<file path="src/core/spm_defs.svh">
// Purpose: shared constants of the serial pin control block
// Assumes: included by its bare name from package and modules
// Notes: the register index is kept; the byte address is four times it
`ifndef SPM_DEFS_SVH
`define SPM_DEFS_SVH

// register index and byte address of the serial pin control register
`define SPM_CTRL_IDX 32'h0000ff91
`define SPM_CTRL_ADDR (`SPM_CTRL_IDX * 32'h00000004)

// reset value and the two reserved bits that always read one
`define SPM_CTRL_RST 8'hc0
`define SPM_RSVD_MASK 8'hc0

// field positions
`define SPM_B_CHAN2_SEL 5
`define SPM_B_CHAN1_SEL 4
`define SPM_B_CHAN2_TX_INV 3
`define SPM_B_CHAN2_RX_INV 2
`define SPM_B_CHAN1_TX_INV 1
`define SPM_B_CHAN1_RX_INV 0

// depth of the pin input synchroniser
`define SPM_SYNC_STAGES 3

`endif

</file>
<file path="src/core/spm_pkg.sv">
// Purpose: types of the serial pin control block
// Assumes: constants come from spm_defs.svh
// Notes: field layout mirrors the control register bit order
`include "spm_defs.svh"
package spm_pkg;
    // pin function picked by a select bit
    typedef enum logic {SPM_FN_PORT, SPM_FN_TX} spm_pin_fn_e;

    // control register layout, bit 7 first
    typedef struct packed {
        logic [1:0] rsvd;
        logic chan2_tx_pin_select;
        logic chan1_tx_pin_select;
        logic chan2_tx_invert;
        logic chan2_rx_invert;
        logic chan1_tx_invert;
        logic chan1_rx_invert;
    } spm_ctrl_s;

    typedef logic [7:0] spm_byte_t;
endpackage

</file>
<file path="src/core/spm_reg_if.sv">
// Purpose: carrier between the bus slave and the control register
// Assumes: one clock domain
// Notes: wr_stb is a one-cycle pulse at the completing bus edge
`timescale 1ns/10ps
`default_nettype none
interface spm_reg_if;
    logic wr_stb;
    logic [7:0] wdata;
    logic [7:0] rdata;

    modport bus (output wr_stb, output wdata, input rdata);
    modport regs (input wr_stb, input wdata, output rdata);
endinterface
`default_nettype wire

</file>
<file path="src/core/spm_apb_slave.sv">
// Purpose: apb slave in front of the single control register
// Assumes: pclk at 50 MHz, asynchronous active-low presetn
// Notes: one wait state per access; unmapped addresses answer pslverr
`timescale 1ns/10ps
`default_nettype none
`include "spm_defs.svh"
module spm_apb_slave (
    // clock and reset
    input wire logic pclk,
    input wire logic presetn,
    // apb request
    input wire logic psel,
    input wire logic penable,
    input wire logic pwrite,
    input wire logic [31:0] paddr,
    input wire logic [31:0] pwdata,
    input wire logic [3:0] pstrb,
    // apb answer
    output logic [31:0] prdata,
    output logic pready,
    output logic pslverr,
    // register side
    spm_reg_if.bus regs
);
    import spm_pkg::*;

    logic pready_q;
    logic pslverr_q;
    logic [31:0] prdata_q;

    // decode: only the one aligned word is mapped
    wire addr_hit = (paddr == `SPM_CTRL_ADDR);
    wire acc_first = psel && penable && !pready_q;
    wire acc_done = psel && penable && pready_q;

    // the write lands only at the edge where pready is sampled high
    assign regs.wr_stb = acc_done && pwrite && addr_hit && pstrb[0];
    assign regs.wdata = pwdata[7:0];

    // answer one cycle into the access phase, so prdata, pready and pslverr are flops
    always_ff @(posedge pclk or negedge presetn)
    begin
        if (!presetn)
        begin
            pready_q <= 1'b0;
            pslverr_q <= 1'b0;
            prdata_q <= 32'h00000000;
        end
        else
        begin
            pready_q <= acc_first;
            pslverr_q <= acc_first && !addr_hit;
            prdata_q <= (acc_first && !pwrite && addr_hit) ? {24'h000000, regs.rdata} : 32'h00000000;
        end
    end

    assign pready = pready_q;
    assign pslverr = pslverr_q;
    assign prdata = prdata_q;
endmodule
`default_nettype wire

</file>
<file path="src/core/spm_pin_mux.sv">
// Purpose: transmit pin function select and serial data inversion, two channels
// Assumes: pclk at 50 MHz; receive pins are asynchronous to pclk
// Notes: inversion paths are pure gates, so pin outputs are not registered
`timescale 1ns/10ps
`default_nettype none
`include "spm_defs.svh"
module spm_pin_mux (
    // clock and reset
    input wire logic pclk,
    input wire logic presetn,
    // apb slave
    input wire logic psel,
    input wire logic penable,
    input wire logic pwrite,
    input wire logic [31:0] paddr,
    input wire logic [31:0] pwdata,
    input wire logic [3:0] pstrb,
    output logic [31:0] prdata,
    output logic pready,
    output logic pslverr,
    // serial interface side
    input wire logic chan1_txd,
    input wire logic chan2_txd,
    output logic chan1_rxd,
    output logic chan2_rxd,
    output logic chan1_tx_pin_select,
    output logic chan2_tx_pin_select,
    // general port side
    input wire logic port3_bit5_out,
    input wire logic port3_bit5_oe_n,
    output logic port3_bit5_in,
    input wire logic port4_bit2_out,
    input wire logic port4_bit2_oe_n,
    output logic port4_bit2_in,
    // receive pins
    input wire logic chan1_rx_pin,
    input wire logic chan2_rx_pin,
    // shared transmit / port pins
    input wire logic chan1_tx_pin_in,
    output logic chan1_tx_pin_out,
    output logic chan1_tx_pin_oe_n,
    input wire logic chan2_tx_pin_in,
    output logic chan2_tx_pin_out,
    output logic chan2_tx_pin_oe_n
);
    import spm_pkg::*;

    spm_reg_if reg_bus ();
    spm_ctrl_s ctrl_q;
    spm_ctrl_s ctrl_d;

    // bus slave answers over the carrier
    spm_apb_slave u_apb (
        .pclk(pclk),
        .presetn(presetn),
        .psel(psel),
        .penable(penable),
        .pwrite(pwrite),
        .paddr(paddr),
        .pwdata(pwdata),
        .pstrb(pstrb),
        .prdata(prdata),
        .pready(pready),
        .pslverr(pslverr),
        .regs(reg_bus.bus)
    );

    // reserved bits are forced so no write can clear them
    assign ctrl_d = reg_bus.wr_stb ? spm_ctrl_s'(reg_bus.wdata | `SPM_RSVD_MASK) : ctrl_q;
    assign reg_bus.rdata = ctrl_q | `SPM_RSVD_MASK;

    // control register
    always_ff @(posedge pclk or negedge presetn)
    begin
        if (!presetn)
            ctrl_q <= spm_ctrl_s'(`SPM_CTRL_RST);
        else
            ctrl_q <= ctrl_d;
    end

    // pin inputs: rx pins and the pad side of the shared tx pins
    wire [3:0] pin_raw = {chan2_tx_pin_in, chan1_tx_pin_in, chan2_rx_pin, chan1_rx_pin};
    wire [3:0] pin_stable_q;

    // three sync flops and one hold flop per pin; a level counts once stages two and three agree
    genvar gi;
    generate
        for (gi = 0; gi < 4; gi++)
        begin : g_sync
            logic [`SPM_SYNC_STAGES-1:0] sync_q;
            logic stable_q;
            always_ff @(posedge pclk or negedge presetn)
            begin
                if (!presetn)
                begin
                    sync_q <= '0;
                    stable_q <= 1'b0;
                end
                else
                begin
                    sync_q <= {sync_q[1:0], pin_raw[gi]};
                    if (sync_q[1] == sync_q[2])
                        stable_q <= sync_q[2];
                end
            end
            // each lane owns its own flop, so no two processes write one vector
            assign pin_stable_q[gi] = stable_q;
        end
    endgenerate

    // receive inversion: gates only, so a control write shows at once
    assign chan1_rxd = pin_stable_q[0] ^ ctrl_q.chan1_rx_invert;
    assign chan2_rxd = pin_stable_q[1] ^ ctrl_q.chan2_rx_invert;

    // port logic reads the pad back whatever the function
    assign port3_bit5_in = pin_stable_q[2];
    assign port4_bit2_in = pin_stable_q[3];

    // transmit inversion, again with no register in the path
    wire chan1_tx_data = chan1_txd ^ ctrl_q.chan1_tx_invert;
    wire chan2_tx_data = chan2_txd ^ ctrl_q.chan2_tx_invert;

    // function select; the transmitter owns the pad when selected
    wire chan1_fn_tx = (spm_pin_fn_e'(ctrl_q.chan1_tx_pin_select) == SPM_FN_TX);
    wire chan2_fn_tx = (spm_pin_fn_e'(ctrl_q.chan2_tx_pin_select) == SPM_FN_TX);
    assign chan1_tx_pin_out = chan1_fn_tx ? chan1_tx_data : port3_bit5_out;
    assign chan1_tx_pin_oe_n = chan1_fn_tx ? 1'b0 : port3_bit5_oe_n;
    assign chan2_tx_pin_out = chan2_fn_tx ? chan2_tx_data : port4_bit2_out;
    assign chan2_tx_pin_oe_n = chan2_fn_tx ? 1'b0 : port4_bit2_oe_n;

    // the serial interface may gate its enable on these; it relies on software order
    assign chan1_tx_pin_select = ctrl_q.chan1_tx_pin_select;
    assign chan2_tx_pin_select = ctrl_q.chan2_tx_pin_select;
endmodule
`default_nettype wire

</file>
<file path="config.mk">
export PLATFORM = sky130hd
export DESIGN_NAME = spm_pin_mux
export DESIGN_NICKNAME = d
export VERILOG_FILES = /design/src/core/spm_pkg.sv /design/src/core/spm_reg_if.sv /design/src/core/spm_apb_slave.sv /design/src/core/spm_pin_mux.sv
export VERILOG_INCLUDE_DIRS = /design/src /design/src/core
export SDC_FILE = /design/constraint.sdc
export NUM_CORES = 1
export LEC_CHECK = 0
export ABC_AREA = 0
export BUFFER_PORTS_ARGS = -buffer_cell sky130_fd_sc_hd__buf_4
export CAP_MARGIN = 20
export CORE_MARGIN = 8
export CORE_UTILIZATION = 39
export DETAILED_ROUTE_END_ITERATION = 7
export GPL_TIMING_DRIVEN = 0
export PLACE_DENSITY = 0.8
export SYNTH_ARGS = -nofsm -noshare
export SYNTH_HDL_FRONTEND = slang
export SYNTH_HIERARCHICAL = 1
export SYNTH_SLANG_ARGS = --single-unit
</file>
<file path="constraint.sdc">
create_clock -name pclk -period 1.6 [get_ports pclk]
set_input_delay 0.32 -clock pclk [delete_from_list [all_inputs] [get_ports pclk]]
set_output_delay 0.32 -clock pclk [all_outputs]
set_load 0.1 [all_outputs]
</file>
**Yosys cells after proc, flatten, opt, wreduce, memory -nomap -nowiden**

Index checks and enable logic that the tools add are counted.

- Equality and inequality tests: 5
- Mux-type cells: 5
- Bitwise logic cells: 4
- Reductions and logical operators: 12

Operator list:

| cell | count |
|---|---|
| 32-bit by 18-bit equality test with 1-bit output (second input constant) | 1 |
| 1-bit logical AND | 9 |
| 8-bit two-way mux | 1 |
| 1-bit equality test | 4 |
| 1-bit two-way mux | 4 |
| 1-bit bitwise XOR | 4 |
| 1-bit logical NOT | 3 |

- Register bits after elaboration: 32
- Input port bits: 83
- Output and inout bits: 44
- Word-level logic and storage cells: 43

**Logic depth before layout (Yosys ltp)**

- Word-level depth: 5
- Mapped depth: 5
- Depth with buffers taken out: 4

**Modules after synthesis**

Netlist, hierarchy kept.

By module, submodules not included:

| module | times used | cells an instance | area each (um2) | seq. area each (um2) |
|---|---|---|---|---|
| spm_apb_slave | 1 | 75 | 795.8 | 250.2 |
| spm_pin_mux | 1 | 44 | 760.7 | 550.5 |

**Worst setup path before layout**

Ideal clock, no wire load.

- Path kind: reg2out
- Start: register ctrl_q, in the netlist chan1_tx_pin_select
- End: output chan1_tx_pin_out
- Data arrival time: 2532 ps
- Data required time: 1280 ps
- Setup slack: -1252 ps
- Stages on the path, launching flop included: 3
- Buffers on the path: 0
- Cell sequence: dfrtp_1 nor2_1 a21oi_1

- Cells in the longest elaborated chain, start to end: 1

Ends and longest elaborated chain:

| what | RTL line | text |
|---|---|---|
| from (decl) | spm_pin_mux.sv:49 | `spm_ctrl_s ctrl_q;` |
| from (signal assigned) | spm_pin_mux.sv:76 | `` ctrl_q <= spm_ctrl_s'(`SPM_CTRL_RST); `` |
| from (signal assigned) | spm_pin_mux.sv:78 | `ctrl_q <= ctrl_d;` |
| 1-bit two-way mux | spm_pin_mux.sv:126 | `assign chan1_tx_pin_out = chan1_fn_tx ? chan1_tx_data : port3_bit5_out;` |
| to (decl) | spm_pin_mux.sv:40 | `output logic chan1_tx_pin_out,` |

Every way passes these cells.

**Worst setup path after layout**

- Start: register ctrl_q[1] in the netlist's numbering
- End: output chan1_tx_pin_out

- Cells in the longest elaborated chain, start to end: 2

Ends and longest elaborated chain:

| what | RTL line | text |
|---|---|---|
| 1-bit bitwise XOR | spm_pin_mux.sv:120 | `wire chan1_tx_data = chan1_txd ^ ctrl_q.chan1_tx_invert;` |
| 1-bit two-way mux | spm_pin_mux.sv:126 |  |

Every way passes these cells.

==> metrics.md <==
| Metric | Value |
|---|---|
| CP top delay family | flip-flops |
| Slew Limit Fails | 0 |
| HPWL after DPL | 3.14 mm |
| Drt initial violations | 44 |
| Minimum clock period | 1.57 ns |
| Slowest Stage Delay on Critical Path | 0.43 ns |
| Detailed Route WL | 4.02 mm |
| Largest net degree at the start of global routing | 33 |
| Syn Std Cell Area | 1540 um2 |
| Area Growth Syn to Fin | 62.3% |
| CP required | 1.28 ns |
| Final net count | 302 |
| Synth Area per Inst | 13.2 um2 |
| Final setup fails | 0 |
| Port Buf Inserts | 67 |
| Final std cells w/o fill | 270 |
| Critical path class | reg -> out |
| WHS | 0.143 ns |
| Max Root-Sink Buffers | 2 |
| Cts bufs inserted | 5 |
| Final Hold Viols | 0 |
| Die Y | 78.9 um |
| Status | completed |
| Reg clk slew, reported paths | 0.07 ns |
| RePlAce Congestion | 0.784 |
| Initial Util | 39.4% |
| Final period utilization | 98.2% |
| Fillcell total | 305 |
| First-pass iteration count of the detailed router | 4 |
| Pwr per Cell Area | 909 nW/um2 |
| First-pass GRT wire length | 6.02 mm |
| Worst Setup End Kind | primary output |
| CP startpoint kind | register |
| Ys Warns | 6 |
| Initial antenna violation count | 0 |
| Highest clock rate | 0.637 GHz |
| Clock latency on the worst-skew pair | 0.28 ns |
| Crit-path max FO | 3 |
| CTS tree | yes |
| Via/cell ratio | 4.29 |
| Overall routing resource usage | 12.3% |
| DRC errors left | 0 |
| Clk_skew | 0.00474 ns |
| Hold crit path type | in -> reg |
| IO Pins | 127 |
| Share of cells above drive strength 1 | 61.8% |
| Cells after Synth | 117 |
| Leakage Power | 1.27 nW |
| ANT cells | 0 |
| CP cell instances | xnor2_2, a21oi_4, buf_12 |
| Root Buffer Master | clkbuf_8 |
| Overflow after GRT | 0 |
| Die width | 78.9 um |
| Worst vdd ir | 0.393 mV |
| Vias in the first global route | 1,213 |
| Die Area | 6220 um2 |
| Arr. time, crit path | 1.25 ns |
| Slowest CP cell | dfrtp_1 |
| Avg WL per Cell | 14.9 um |
| Max Cap Viol | 0 |
| Core Area | 3910 um2 |
| Core Rows | 23 |
| Buf/Inv on CP | 1 |
| Clock Sinks | 32 |
| Antenna viol nets, final | 0 |
| DR vias | 1,157 |
| Number of H-tree levels | 2 |
| Dpl cells | 258 |
[report_power, final]
part	leakage [nW]	switching (mW)	internal (mW)	total, mW
Sequential	0.403	0.0195	0.837	0.857
Combinational	0.811	0.470	0.193	0.663
Clock	0.0541	0.293	0.460	0.753
[placed cells by master (no fill, tap or decap), types with 2 or more instances in the layout]
cell,instances
buf_12,2
buf_4,97
nand4_4,2
nand3b_1,8
nor3_1,8
nor4b_4,2
xnor2_2,2
dfrtp_1,29
xor2_4,2
dfrtp_2,2
mux2_4,6
buf_6,2
clkbuf_8,5
conb_1,26
nor2_1,2
nor2b_4,2
maj3_1,4
a21oi_4,2
nor4_4,4
[per-layer routing]
metal	routed length, um	up-vias	track usage, %
met5	0	-	0
met2	2050	59	20.3
li1	-	548	-
met4	57	0	4.44
met3	394	7	5.53
met1	1520	543	13.9
[registers in the layout, indices dropped and copies added, names as in the netlist]
register,flops
port4_bit2_in,1
chan1_tx_pin_select,1
ctrl_q,4
port3_bit5_in,1
u_apb/pready,1
chan2_tx_pin_select,1
g_sync.sync_q,12
u_apb/prdata,8
u_apb/pslverr,1
g_sync.stable_q,2
[final timing paths]
check | start | depth (start not counted) | end | slack [ns]
max in group asynchronous | presetn | 2 | chan2_tx_pin_select$_DFFE_PN0P_ | 0.78
min | chan2_rx_pin | 1 | g_sync[1].sync_q[0]$_DFF_PN0_ | 0.14
max | ctrl_q[1]$_DFFE_PN0P_ | 3 | chan1_tx_pin_out | 0.03
min in group asynchronous | presetn | 2 | u_apb/prdata[0]$_DFF_PN0_ | 0.51
min reg2reg | g_sync[0].sync_q[0]$_DFF_PN0_ | 0 | g_sync[0].sync_q[1]$_DFF_PN0_ | 0.35
max reg2reg | u_apb/pready$_DFF_PN0_ | 4 | ctrl_q[3]$_DFFE_PN0P_ | 0.35
[timing repair]
action / CTS / global route
resized for setup: 3 / 9
endpoints found under the setup margin: 8 / 9
pin swaps: 2 / 0
hold buffers: 1 / 0
buffers inserted: 2 / 1
endpoints found under the hold margin: 32 / 0
[final cells by class]
cell class,instances,area [um2],area share (%)
Clock inverter,3,42.5,1.70
Sequential cell,32,807,32.3
Timing Repair Buffer,71,564,22.6
Tap cell,50,62.6,2.50
Buffer,32,241,9.65
Clock buffer,5,68.8,2.75
Multi-Input combinational cell,77,714,28.6
[per-stage QoR]
step	utilization, %	area, um2	setup WS (ns)	total power [mW]	TNS (ns)
floorplan	-	1720	-0.166	1.36	-0.719
global placement	58.4	2290	-0.370	1.51	-2.21
detailed placement	58.4	2290	-0.387	1.51	-2.29
CTS	62.3	2440	0.00731	2.28	0
global route	63.9	2500	-0.0230	2.35	-0.0230
finish	63.9	2500	0.0295	2.27	0
No activity file was read; power rests on OpenSTA's default activity.
